==> src/csu_pkg.sv <==
// Purpose: shared constants and types for the camera simulator register bank
// Assumes: byte-wide registers at their printed offsets on a plain strobe port
// Notes: offsets 0x10 and 0x24 hold the edge enable and the baud divisor
package csu_pkg;

   // widths
   localparam int unsigned DATA_W = 8;
   localparam int unsigned ADDR_W = 8;
   localparam int unsigned CNT_W = 16;
   localparam int unsigned CTRL_LINES = 4;
   localparam int unsigned DATA_BITS = 8;

   // register offsets
   localparam logic [7:0] ADDR_CMD = 8'h00;
   localparam logic [7:0] ADDR_SIM_STAT = 8'h01;
   localparam logic [7:0] ADDR_SIM_CFG = 8'h02;
   localparam logic [7:0] ADDR_RSVD = 8'h05;
   localparam logic [7:0] ADDR_CTRL_LINES = 8'h07;
   localparam logic [7:0] ADDR_SER_BYTE = 8'h0A;
   localparam logic [7:0] ADDR_SER_STAT = 8'h0B;
   localparam logic [7:0] ADDR_SER_CTRL = 8'h0C;
   localparam logic [7:0] ADDR_UTIL2 = 8'h10;
   localparam logic [7:0] ADDR_BAUD_DIV = 8'h24;

   // fixed read value of the command location
   localparam logic [7:0] CMD_READ_VALUE = 8'h02;

   // field positions
   localparam int unsigned CMD_CLR_EDGE_BIT = 4;
   localparam int unsigned CMD_EDGE_RST_BIT = 0;
   localparam int unsigned STAT_HAS_WORDS_BIT = 4;
   localparam int unsigned STAT_FRAME_BIT = 1;
   localparam int unsigned STAT_UNDERRUN_BIT = 0;
   localparam int unsigned CFG_CLEAR_BIT = 3;
   localparam int unsigned UTIL2_EDGE_EN_BIT = 3;
   localparam int unsigned SSTAT_IRQ_BIT = 7;
   localparam int unsigned SSTAT_EDGE_SEEN_BIT = 6;
   localparam int unsigned SSTAT_MASKED_BIT = 4;
   localparam int unsigned SSTAT_TX_RDY_BIT = 1;
   localparam int unsigned SSTAT_RX_RDY_BIT = 0;
   localparam int unsigned SCTRL_BAUD_HI = 7;
   localparam int unsigned SCTRL_BAUD_LO = 6;
   localparam int unsigned SCTRL_RX_CLR_BIT = 5;
   localparam int unsigned SCTRL_GLOB_BIT = 4;
   localparam int unsigned SCTRL_TX_IRQ_BIT = 3;
   localparam int unsigned SCTRL_RX_IRQ_BIT = 2;
   localparam int unsigned SCTRL_TX_EN_BIT = 1;
   localparam int unsigned SCTRL_RX_EN_BIT = 0;

   // serial rates and divisor relation
   localparam int unsigned BAUD_SEL0 = 9600;
   localparam int unsigned BAUD_SEL1 = 19200;
   localparam int unsigned BAUD_SEL2 = 38400;
   localparam int unsigned BAUD_SEL3 = 115200;
   localparam int unsigned REF_HZ = 20_000_000;
   localparam int unsigned OVERSAMPLE = 16;
   localparam int unsigned DIV_OFFSET = 2;

   // serial engine states, gray along idle-start-data-stop
   typedef enum logic [1:0] {
      SER_IDLE = 2'h0,
      SER_START = 2'h1,
      SER_DATA = 2'h3,
      SER_STOP = 2'h2
   } csu_ser_state_type;

   // register port request
   typedef struct packed {
      logic [ADDR_W-1:0] addr;
      logic [DATA_W-1:0] wdata;
      logic wr;
      logic rd;
   } csu_bus_req_type;

   // levels and events from the simulator data path
   typedef struct packed {
      logic buffer_has_words;
      logic underrun_event;
      logic frame_active;
      logic [CTRL_LINES-1:0] cam_ctrl;
   } csu_sim_in_type;

   // all state of the register bank
   typedef struct packed {
      logic cfg_clear;
      logic edge_irq_enable;
      logic [DATA_W-1:0] ser_ctrl;
      logic [DATA_W-1:0] baud_div;
      logic frame_q;
      logic edge_seen;
      logic underrun_seen;
      logic [DATA_W-1:0] rdata;
      csu_ser_state_type tx_state;
      logic tx_hold_full;
      logic [DATA_W-1:0] tx_hold;
      logic [DATA_W-1:0] tx_shift;
      logic [CNT_W-1:0] tx_cnt;
      logic [2:0] tx_bits;
      logic tx_space;
      csu_ser_state_type rx_state;
      logic [DATA_W-1:0] rx_shift;
      logic [CNT_W-1:0] rx_cnt;
      logic [2:0] rx_bits;
      logic [DATA_W-1:0] rx_data;
      logic rx_ready;
   } csu_state_type;

endpackage

==> src/csu_regs.sv <==
// Purpose: host register bank of a camera output simulator with a byte serial port
// Assumes: one clock, inputs synchronous to it, read data one cycle after the read strobe
// Notes: unused bits read zero; serial format is 8N1 at the selected rate
// Function
// unused bits read zero; software writes them as zero
// command location is write-only and always reads 0x02
// command bit 4 write clears the frame-edge flag once
// command bit 0 write resets the frame-edge interrupt state once
// status bit 4 shows the output buffer holds data
// status bit 1 shows frame-active is being driven
// status bit 0 shows an underrun of stream data
// config bit 3 holds the simulator cleared until software clears it
// offset 0x05 reads zero and ignores writes
// readback bits 3-0 show the four camera-control lines
// serial byte write transmits; read returns last received byte
// serial status bit 6 sets on frame-active rise until cleared
// serial status bit 4 is edge flag AND edge enable
// serial status bit 7 is global enable AND any enabled source
// serial status bit 1 shows transmit holding register free
// serial status bit 0 shows a received character waiting
// with divisor zero, control bits 7-6 pick 9600 to 115200
// serial control bit 5 write clears the receive-ready flag
// serial control bit 4 is the global interrupt enable
// serial control bit 3 enables the transmit-empty source
// serial control bit 2 enables the receive-full source
// serial control bits 1 and 0 enable transmitter and receiver
// edge interrupt enable sits in bit 3 at offset 0x10
// nonzero divisor sets rate from 20 MHz reference over 16(div+2)
// characters are one start, eight data LSB first, one stop
// all register bits reset to zero; interrupt starts deasserted
`timescale 1ns/100ps
module csu_regs import csu_pkg::*; #(
   parameter int unsigned CLK_HZ = 250_000_000
) (
   // clock and reset
   input wire logic clk,
   input wire logic resetn,
   // register port
   input wire csu_bus_req_type bus_req,
   output logic [DATA_W-1:0] reg_rdata,
   // simulator data path
   input wire csu_sim_in_type sim_in,
   output logic sim_clear,
   output logic irq_request,
   // serial link to the frame grabber
   input wire logic serial_from_grabber,
   output logic serial_to_grabber
);

   // cycles per reference tick of the divisor relation
   localparam int unsigned REF_TICK_CYC = CLK_HZ / (REF_HZ / OVERSAMPLE);

   // refuse clock rates whose slowest bit does not fit the counter
   if (CLK_HZ / BAUD_SEL0 >= (1 << CNT_W) || REF_TICK_CYC * (255 + DIV_OFFSET) >= (1 << CNT_W)
       || CLK_HZ / BAUD_SEL3 < 2) begin : g_bad_clk
      $error("csu_regs: CLK_HZ out of range for the bit counter");
   end

   // bit period in clock cycles from rate select and divisor
   function automatic logic [CNT_W-1:0] bit_cycles(input logic [1:0] sel, input logic [DATA_W-1:0] div);
      int unsigned cyc;
      cyc = 0;
      if (div != '0) begin
         cyc = REF_TICK_CYC * (int'(div) + DIV_OFFSET);
      end else begin
         case (sel)
            2'h0: cyc = CLK_HZ / BAUD_SEL0;
            2'h1: cyc = CLK_HZ / BAUD_SEL1;
            2'h2: cyc = CLK_HZ / BAUD_SEL2;
            default: cyc = CLK_HZ / BAUD_SEL3;
         endcase
      end
      return cyc[CNT_W-1:0];
   endfunction

   csu_state_type st_ff;
   csu_state_type nxt_st;
   logic rise;
   logic wr_cmd;
   logic wr_ctrl;
   logic masked_edge_flag;
   logic irq_request_flag;
   logic rx_done;
   logic [CNT_W-1:0] period;
   logic [DATA_W-1:0] rd_val;

   // interrupt sources and the combined request
   always_comb begin
      masked_edge_flag = st_ff.edge_seen & st_ff.edge_irq_enable;
      irq_request_flag = st_ff.ser_ctrl[SCTRL_GLOB_BIT] & (masked_edge_flag
         | (~st_ff.tx_hold_full & st_ff.ser_ctrl[SCTRL_TX_IRQ_BIT])
         | (st_ff.rx_ready & st_ff.ser_ctrl[SCTRL_RX_IRQ_BIT]));
   end

   // next-state logic of the whole bank
   always_comb begin
      nxt_st = st_ff;
      period = bit_cycles(st_ff.ser_ctrl[SCTRL_BAUD_HI:SCTRL_BAUD_LO], st_ff.baud_div);
      rise = sim_in.frame_active & ~st_ff.frame_q;
      wr_cmd = bus_req.wr && bus_req.addr == ADDR_CMD;
      wr_ctrl = bus_req.wr && bus_req.addr == ADDR_SER_CTRL;
      rx_done = 1'b0;
      rd_val = '0;
      nxt_st.frame_q = sim_in.frame_active;

      // plain register writes; reserved offset falls through
      if (bus_req.wr) begin
         case (bus_req.addr)
            ADDR_SIM_CFG: nxt_st.cfg_clear = bus_req.wdata[CFG_CLEAR_BIT];
            ADDR_UTIL2: nxt_st.edge_irq_enable = bus_req.wdata[UTIL2_EDGE_EN_BIT];
            ADDR_BAUD_DIV: nxt_st.baud_div = bus_req.wdata;
            ADDR_SER_CTRL: begin
               nxt_st.ser_ctrl = bus_req.wdata;
               nxt_st.ser_ctrl[SCTRL_RX_CLR_BIT] = 1'b0; // clear bit acts, is not stored
            end
            default: nxt_st.ser_ctrl = st_ff.ser_ctrl;
         endcase
      end

      // frame-edge flag: edge wins over the command clears
      if (st_ff.cfg_clear) begin
         nxt_st.edge_seen = 1'b0;
      end else if (rise) begin
         nxt_st.edge_seen = 1'b1;
      end else if (wr_cmd && (bus_req.wdata[CMD_CLR_EDGE_BIT] | bus_req.wdata[CMD_EDGE_RST_BIT])) begin
         nxt_st.edge_seen = 1'b0;
      end

      // sticky underrun, dropped while the simulator is held clear
      if (st_ff.cfg_clear) begin
         nxt_st.underrun_seen = 1'b0;
      end else if (sim_in.underrun_event) begin
         nxt_st.underrun_seen = 1'b1;
      end

      // transmitter: holding register feeds the shifter
      if (bus_req.wr && bus_req.addr == ADDR_SER_BYTE && !st_ff.tx_hold_full) begin
         nxt_st.tx_hold = bus_req.wdata;
         nxt_st.tx_hold_full = 1'b1;
      end
      if (st_ff.tx_cnt != '0) begin
         nxt_st.tx_cnt = st_ff.tx_cnt - 1'b1;
      end
      case (st_ff.tx_state)
         SER_IDLE: begin
            nxt_st.tx_space = 1'b0;
            if (st_ff.ser_ctrl[SCTRL_TX_EN_BIT] && st_ff.tx_hold_full) begin
               nxt_st.tx_shift = st_ff.tx_hold;
               nxt_st.tx_hold_full = 1'b0;
               nxt_st.tx_state = SER_START;
               nxt_st.tx_cnt = period - 1'b1;
               nxt_st.tx_space = 1'b1;
            end
         end
         SER_START: begin
            if (st_ff.tx_cnt == '0) begin
               nxt_st.tx_state = SER_DATA;
               nxt_st.tx_bits = '0;
               nxt_st.tx_cnt = period - 1'b1;
               nxt_st.tx_space = ~st_ff.tx_shift[0];
            end
         end
         SER_DATA: begin
            if (st_ff.tx_cnt == '0) begin
               nxt_st.tx_cnt = period - 1'b1;
               if (st_ff.tx_bits == 3'(DATA_BITS - 1)) begin
                  nxt_st.tx_state = SER_STOP;
                  nxt_st.tx_space = 1'b0;
               end else begin
                  nxt_st.tx_shift = st_ff.tx_shift >> 1;
                  nxt_st.tx_bits = st_ff.tx_bits + 1'b1;
                  nxt_st.tx_space = ~st_ff.tx_shift[1];
               end
            end
         end
         SER_STOP: begin
            if (st_ff.tx_cnt == '0) begin
               nxt_st.tx_state = SER_IDLE;
            end
         end
         default: nxt_st.tx_state = SER_IDLE;
      endcase
      // disabled transmitter drops any character in flight
      if (!st_ff.ser_ctrl[SCTRL_TX_EN_BIT]) begin
         nxt_st.tx_state = SER_IDLE;
         nxt_st.tx_space = 1'b0;
         nxt_st.tx_cnt = '0;
      end

      // receiver: start found, checked at mid-bit, then bit centres
      if (st_ff.rx_cnt != '0) begin
         nxt_st.rx_cnt = st_ff.rx_cnt - 1'b1;
      end
      case (st_ff.rx_state)
         SER_IDLE: begin
            if (st_ff.ser_ctrl[SCTRL_RX_EN_BIT] && !serial_from_grabber) begin
               nxt_st.rx_state = SER_START;
               nxt_st.rx_cnt = period >> 1;
            end
         end
         SER_START: begin
            if (st_ff.rx_cnt == '0) begin
               nxt_st.rx_state = serial_from_grabber ? SER_IDLE : SER_DATA;
               nxt_st.rx_bits = '0;
               nxt_st.rx_cnt = period - 1'b1;
            end
         end
         SER_DATA: begin
            if (st_ff.rx_cnt == '0) begin
               nxt_st.rx_shift = {serial_from_grabber, st_ff.rx_shift[DATA_W-1:1]};
               nxt_st.rx_cnt = period - 1'b1;
               nxt_st.rx_bits = st_ff.rx_bits + 1'b1;
               if (st_ff.rx_bits == 3'(DATA_BITS - 1)) begin
                  nxt_st.rx_state = SER_STOP;
               end
            end
         end
         SER_STOP: begin
            if (st_ff.rx_cnt == '0) begin
               nxt_st.rx_state = SER_IDLE;
               rx_done = serial_from_grabber; // framing error discards the byte
            end
         end
         default: nxt_st.rx_state = SER_IDLE;
      endcase
      if (!st_ff.ser_ctrl[SCTRL_RX_EN_BIT]) begin
         nxt_st.rx_state = SER_IDLE;
         nxt_st.rx_cnt = '0;
      end

      // receive-ready: held clear first, then a new character wins over the software clear
      if (rx_done) begin
         nxt_st.rx_data = st_ff.rx_shift;
      end
      if (st_ff.cfg_clear) begin
         nxt_st.rx_ready = 1'b0;
      end else if (rx_done) begin
         nxt_st.rx_ready = 1'b1;
      end else if (wr_ctrl && bus_req.wdata[SCTRL_RX_CLR_BIT]) begin
         nxt_st.rx_ready = 1'b0;
      end

      // read multiplexer, answer stands in the next cycle
      if (bus_req.rd) begin
         case (bus_req.addr)
            ADDR_CMD: rd_val = CMD_READ_VALUE;
            ADDR_SIM_STAT: begin
               rd_val[STAT_HAS_WORDS_BIT] = sim_in.buffer_has_words & ~st_ff.cfg_clear;
               rd_val[STAT_FRAME_BIT] = sim_in.frame_active;
               rd_val[STAT_UNDERRUN_BIT] = st_ff.underrun_seen;
            end
            ADDR_SIM_CFG: rd_val[CFG_CLEAR_BIT] = st_ff.cfg_clear;
            ADDR_CTRL_LINES: rd_val[CTRL_LINES-1:0] = sim_in.cam_ctrl;
            ADDR_SER_BYTE: rd_val = st_ff.rx_data;
            ADDR_SER_STAT: begin
               rd_val[SSTAT_IRQ_BIT] = irq_request_flag;
               rd_val[SSTAT_EDGE_SEEN_BIT] = st_ff.edge_seen;
               rd_val[SSTAT_MASKED_BIT] = masked_edge_flag;
               rd_val[SSTAT_TX_RDY_BIT] = ~st_ff.tx_hold_full;
               rd_val[SSTAT_RX_RDY_BIT] = st_ff.rx_ready;
            end
            ADDR_SER_CTRL: rd_val = st_ff.ser_ctrl;
            ADDR_UTIL2: rd_val[UTIL2_EDGE_EN_BIT] = st_ff.edge_irq_enable;
            ADDR_BAUD_DIV: rd_val = st_ff.baud_div;
            default: rd_val = '0;
         endcase
      end
      nxt_st.rdata = rd_val;
   end

   // state register, all zero at reset
   always_ff @(posedge clk or negedge resetn) begin
      if (!resetn) begin
         st_ff <= '0;
      end else begin
         st_ff <= nxt_st;
      end
   end

   // outputs
   assign reg_rdata = st_ff.rdata;
   assign sim_clear = st_ff.cfg_clear;
   assign irq_request = irq_request_flag;
   assign serial_to_grabber = ~st_ff.tx_space;
endmodule

==> config.mk <==
export PLATFORM = sky130hd
export DESIGN_NAME = csu_regs
export DESIGN_NICKNAME = d
export VERILOG_FILES = /design/src/csu_pkg.sv /design/src/csu_regs.sv
export SDC_FILE = /design/constraint.sdc
export NUM_CORES = 1
export LEC_CHECK = 0
export BUFFER_PORTS_ARGS = -buffer_cell sky130_fd_sc_hd__buf_4
export CORE_MARGIN = 2
export CORE_UTILIZATION = 60
export CTS_BUF_LIST = sky130_fd_sc_hd__clkbuf_16
export DETAILED_ROUTE_END_ITERATION = 7
export PLACE_DENSITY = 0.78
export SLEW_MARGIN = 20
export SYNTH_ARGS = -nofsm -noshare
export SYNTH_HDL_FRONTEND = slang
export SYNTH_SLANG_ARGS = --single-unit
export TNS_END_PERCENT = 10
==> constraint.sdc <==
create_clock -name clk -period 7.04 [get_ports clk]
set_clock_uncertainty 0.05 [all_clocks]
set_input_delay 1.056 -clock clk [delete_from_list [all_inputs] [get_ports clk]]
set_output_delay 1.056 -clock clk [all_outputs]
set_load 0.02 [all_outputs]
==> results of run 1 <==
final cells by class:
class                      instances  area [µm²]  area share
sequential                       105        2630       0.336
inverter                          45         171      0.0219
clock buffer                       9         225      0.0288
clock inverter                     7        86.3      0.0110
tap                              147         184      0.0235
timing repair buffer              39         293      0.0374
multi-input combinational        567        4240       0.542
path summary, 6_finish.rpt:
kind / startpoint / end / slack [ps] / cells after the start
setup / recovery: st_ff[89] / st_ff[27] / 2320 / 16
hold / removal: st_ff[10] / st_ff[10] / 430 / 2
setup reg to reg: st_ff[89] / st_ff[27] / 2320 / 16
hold reg to reg: st_ff[10] / st_ff[10] / 430 / 2
max in group asynchronous: resetn / st_ff[3] / 5130 / 2
min in group asynchronous: resetn / st_ff[22] / 610 / 1
power groups by stage:
| stage | sequential (mW) | clock [mW] | combinational (mW) |
|---|---|---|---|
| 2_1_floorplan | 0.643 | 0 | 0.285 |
| 3_5_place_dp | 0.654 | 0 | 0.379 |
| 5_1_grt | 0.645 | 0.558 | 0.427 |
| 3_3_place_gp | 0.653 | 0 | 0.371 |
| 4_1_cts | 0.642 | 0.534 | 0.385 |
| 6_report | 0.643 | 0.531 | 0.392 |
flip-flops by register name, indices dropped and copies added (netlist names):
register / cells
reg_rdata: 8
sim_clear: 1
st_ff: 96
critical path, stage by stage, from the launching register on:
cell and delay [ps]:
dfrtp_1 590, inv_1 150, ha_1 420, inv_1 70, ha_1 280, ha_1 280
inv_1 50, fa_1 490, inv_1 40, ha_1 340, o21a_1 230, a2111oi_0 570
o2111ai_1 200, nand3_1 200, nor2_1 110, and4_1 230, or3_1 310
per-stage QoR:
stage	hold WS [ps]	cell area (µm²)
after floorplan	393	7230
after global placement	406	7520
after detailed placement	427	7520
after CTS	442	7830
after global routing	467	7830
final	434	7830
cells by family (layout without fill, tap and decap cells):
logic type	after synthesis	after routing	synth area share
and+or+nand+nor	256	256	0.196
AOI/OAI and AO/OA	162	162	0.164
DFF	105	105	0.364
buffers and inverters	82	100	0.0490
adders and majority gates	52	52	0.0942
xor gates and xnor gates	50	50	0.0606
muxes	47	47	0.0724
placed cells by master, fill, tap and decap left out, drive strengths merged, types with 21 or more instances in the layout:
cell   Yosys  layout
nor2      59      59
ha        48      48
inv       45      48
mux2      42      42
o21ai     27      27
xor2      23      23
buf       12      39
xnor2     27      27
a21oi     31      31
nand2     66      66
dfrtp    105     105
nor3      21      21
metal layers:
layer	vias to the layer above	global-route usage	share of wire
li1	2745	-	-
met2	256	0.459	0.49
met1	2897	0.376	0.42
met5	-	0	0
met3	40	0.0388	0.062
met4	0	0.120	0.027
==> flow_summary.ini, run 1 <==
[place]
dp_cells = 903
gp_congestion = 0.955
post-dp-hpwl_mm = 13.0
dp_worst_setup_slack_ps = 2400
port_buffers = 38

[synthesis]
ys_top_cells_by_area = dfrtp_1, ha_1, mux2_2
yosys-top-cells-count = dfrtp_1, nand2_1, nor2_1, ha_1, inv_1
synthCells = 754
ys_warn_count = 0
syn_nets = 834
ys_seq_area_frac = 0.364
synth_edf_count = 0
syn_area_per_cell_um2 = 9.58
ys_seq_elements = 105
post-synth-top-count-cell = dfrtp_1
ys.flop_type = dfrtp_1
async_flop_share = 1.00
synth_top_area_cell = dfrtp_1
netlist_area_um2 = 7230
synth_cell_types = 82
yosys.area.top_type_share = 0.364

[sta]
max_freq_mhz = 212
slew_viol_final = 0
fin_crit_ps = 4720
tightest_slew_ps = 942
period_share = 0.670
maxSlewHeadroom = 0.372
hold_violations = 0
setup_tns_ps = 0
worst_slack_ps = 2320
rsz0062_at_grt = false
finalSetupViolations = 0

[clock_network]
ctsResizeCount = 0
clkTransAtPathRegs_ps = 80
cts-htree-levels = 3
insertion_delay_ps = 370
cts-buffers-inserted = 9
clkSinkCount = 105
cts_setup_buffers = 0
cts_tree = built
clock_path_buffers = 2
cts-root-buf = clkbuf_16
cts-hold-fix-buffers = 0

[drt]
post_drt_wl_per_cell_um = 19.0
num_vias = 5938
viasPerCell = 6.46
drc = 0
drt_first_iter_violations = 504
finalWirelength_mm = 17.4
firstDrtPassIters = 5
ant_nets = 0

[grt]
gr-total-overflow = 0
grt_max_degree = 65
track_usage = 0.280
antenna_found_initial = 0
grt_pass1_wl_mm = 28.7
grt_pass1_vias = 5718

[layout]
nNetsFinal = 847
diodes = 0
nFillCells = 947
final_core_util = 0.660
syn_to_final_growth_pct = 8.38
fin_cells = 919
drive_gt1_frac = 0.163

[power]
seqPwrFrac = 0.411
p_sw_frac = 0.330
power.density_nw_per_um2 = 200
clkPwrFrac = 0.339
total_power_mw = 1.57
vdd_drop_max_v = 0.000162
leakagePower_nw = 3.68
p_int_mw = 1.05
combPwrFrac = 0.250
p_switching_mw = 0.517

[setup_path]
endpoint_kind = flip-flop
cp_max_fo = 12
crit_required_ps = 7240
path_class = reg -> reg
critPathArrivalTime_ps = 4920
startpoint_type = flip-flop

[floorplanning]
die_x_um = 114
start_util = 0.609
die-area_um2 = 12900
core_area_um2 = 11900
ios = 39
die_h_um = 114
rows = 40

[status]
status = finished clean

[min_path]
hold_path_class = reg -> reg

[flow_run]
drv_cap = 0
No activity file was read; power rests on OpenSTA's default activity.
==> run 2: changes to the inputs <==
==> constraint.sdc (replaced) <==
create_clock -name clk -period 4.4 [get_ports clk]
set_clock_uncertainty 0.05 [all_clocks]
set_input_delay 0.66 -clock clk [delete_from_list [all_inputs] [get_ports clk]]
set_output_delay 0.66 -clock clk [all_outputs]
set_load 0.02 [all_outputs]
==> run 2 against run 1 <==
Against the previous run: non-clock buffer count increased by 12; global-route usage up 0.40 points; worst setup slack worse by 2200 ps; flip-flop and latch count unchanged; sequential power is 60% higher; worst hold slack got worse by 62 ps; first-iteration DRC count down 26%; die area is the same; largest power group unchanged.
==> flow_summary.ini, run 2 (synthesis gave the netlist of run 1 again) <==
[layout]
top_register = st_ff
syn_to_final_growth_pct = 9.89
final_cell_mix = dfrtp_1, nand2_1, nor2_1
final_area_um2 = 7940
diodes = 0
final_common_cell = dfrtp_1
largest_reg_flops = 96
nNetsFinal = 859
drive_gt1_frac = 0.184

[grt]
track_usage = 0.284
antenna_found_initial = 0
met3_usage = 0.0457
grt_max_degree = 72
grt_pass1_wl_mm = 29.1
grt_use_met1 = 0.379
grt_busiest_layer = met2
gr-total-overflow = 0
grt_pass1_vias = 5816
met2_usage = 0.464

[setup_path]
endpoint_kind = flip-flop
startpoint_type = flip-flop
path_class = reg -> reg
cp_max_fo = 7
crit_required_ps = 4580
critPathArrivalTime_ps = 4410

[clock_network]
clock_path_buffers = 2
cts-root-buf = clkbuf_16
cts-htree-levels = 3
clkTransAtPathRegs_ps = 80
clkSinkCount = 105
cts-buffers-inserted = 9
cts_tree = built
insertion_delay_ps = 360

[sta]
whs_ps = 372
fin_crit_ps = 4240
max_freq_mhz = 236
rsz0062_at_grt = true
hold_violations = 0
slew_viol_final = 0
tightest_slew_ps = 892
finalSetupViolations = 0
period_share = 0.963
maxSlewHeadroom = 0.405

[drt]
post_drt_wl_per_cell_um = 18.5
num_vias = 5884
firstDrtPassIters = 5
viasPerCell = 6.32
finalWirelength_mm = 17.2
drc = 0
ant_nets = 0
drt_first_iter_violations = 373

[power]
total_power_mw = 2.46
vdd_drop_max_v = 0.000247
power.density_nw_per_um2 = 310
leakagePower_nw = 3.74

[min_path]
hold_path_class = in -> async

[floorplanning]
die-area_um2 = 12900
start_util = 0.609
ios = 39
die_h_um = 114
rows = 40
die_x_um = 114
core_area_um2 = 11900

[place]
placed_cell_area_um2 = 7600
gp_congestion = 0.962
post-dp-hpwl_mm = 13.0
port_buffers = 38

[status]
status = finished clean

[flow_run]
drv_cap = 0
[run 2: cell types whose count changed in the layout (fill, tap and decap cells not counted), sizes merged]
cell / before / now
clkinvlp: 0 / 2
clkinv: 3 / 2
bufinv: 1 / 0
buf: 39 / 51
[run 2: final timing paths]
path	start	depth (start not counted)	slack, ps	to
setup / recovery	st_ff[90]	15	160	st_ff[56]
hold / removal	resetn	1	370	st_ff[54]
setup reg to reg	st_ff[90]	15	160	st_ff[56]
hold reg to reg	st_ff[11]	2	430	st_ff[11]
max in group asynchronous	resetn	2	2940	st_ff[30]
min in group clk	sim_in[4]	1	370	st_ff[87]
[run 2: per-layer routing]
layer / share of wire / vias up
met2: 0.49 / 179
met4: 0.025 / 0
met1: 0.43 / 2900
li1: - / 2770
met5: 0 / -
met3: 0.051 / 35
[run 2: final cells by class]
type / instances / area (µm²)
Multi-Input combinational cell: 567 / 4280
Inverter: 45 / 171
Clock inverter: 7 / 65.1
Timing Repair Buffer: 51 / 383
Clock buffer: 9 / 225
Tap cell: 147 / 184
Fill cell: 926 / 3920
Sequential cell: 105 / 2630
[run 2: through the flow]
stage | setup WS [ps] | cells | utilization | setup TNS [ps]
finish | 164 | 931 | 0.669 | 0
global route | -2.87 | 931 | 0.669 | -2.87
CTS | 69.8 | 930 | 0.665 | 0
detailed placement | 114 | 914 | 0.641 | 0
global placement | 235 | 914 | 0.641 | 0
floorplan | 61.0 | 754 | - | 0
[run 2: timing repair]
action                                  CTS  global route
hold buffers                              0             0
buffers inserted                          0             1
endpoints found under the setup margin    0             6
resized for setup                         0             7
[run 2: where the power goes]
part,internal [mW],switching [mW]
logic,0.254,0.396
registers,0.990,0.0375
clock network,0.396,0.390
[run 2: critical path, stage by stage, from the launching register on]
cell and delay [ps]:
dfrtp_1 380, buf_4 160, ha_1 290, buf_4 170
xor2_1 150, ha_1 310, ha_1 320, inv_1 70
fa_1 620, nor2b_1 200, o211ai_1 140, or3_1 400
a2111oi_4 250, nor3b_2 250, xnor2_1 230, o22ai_1 110
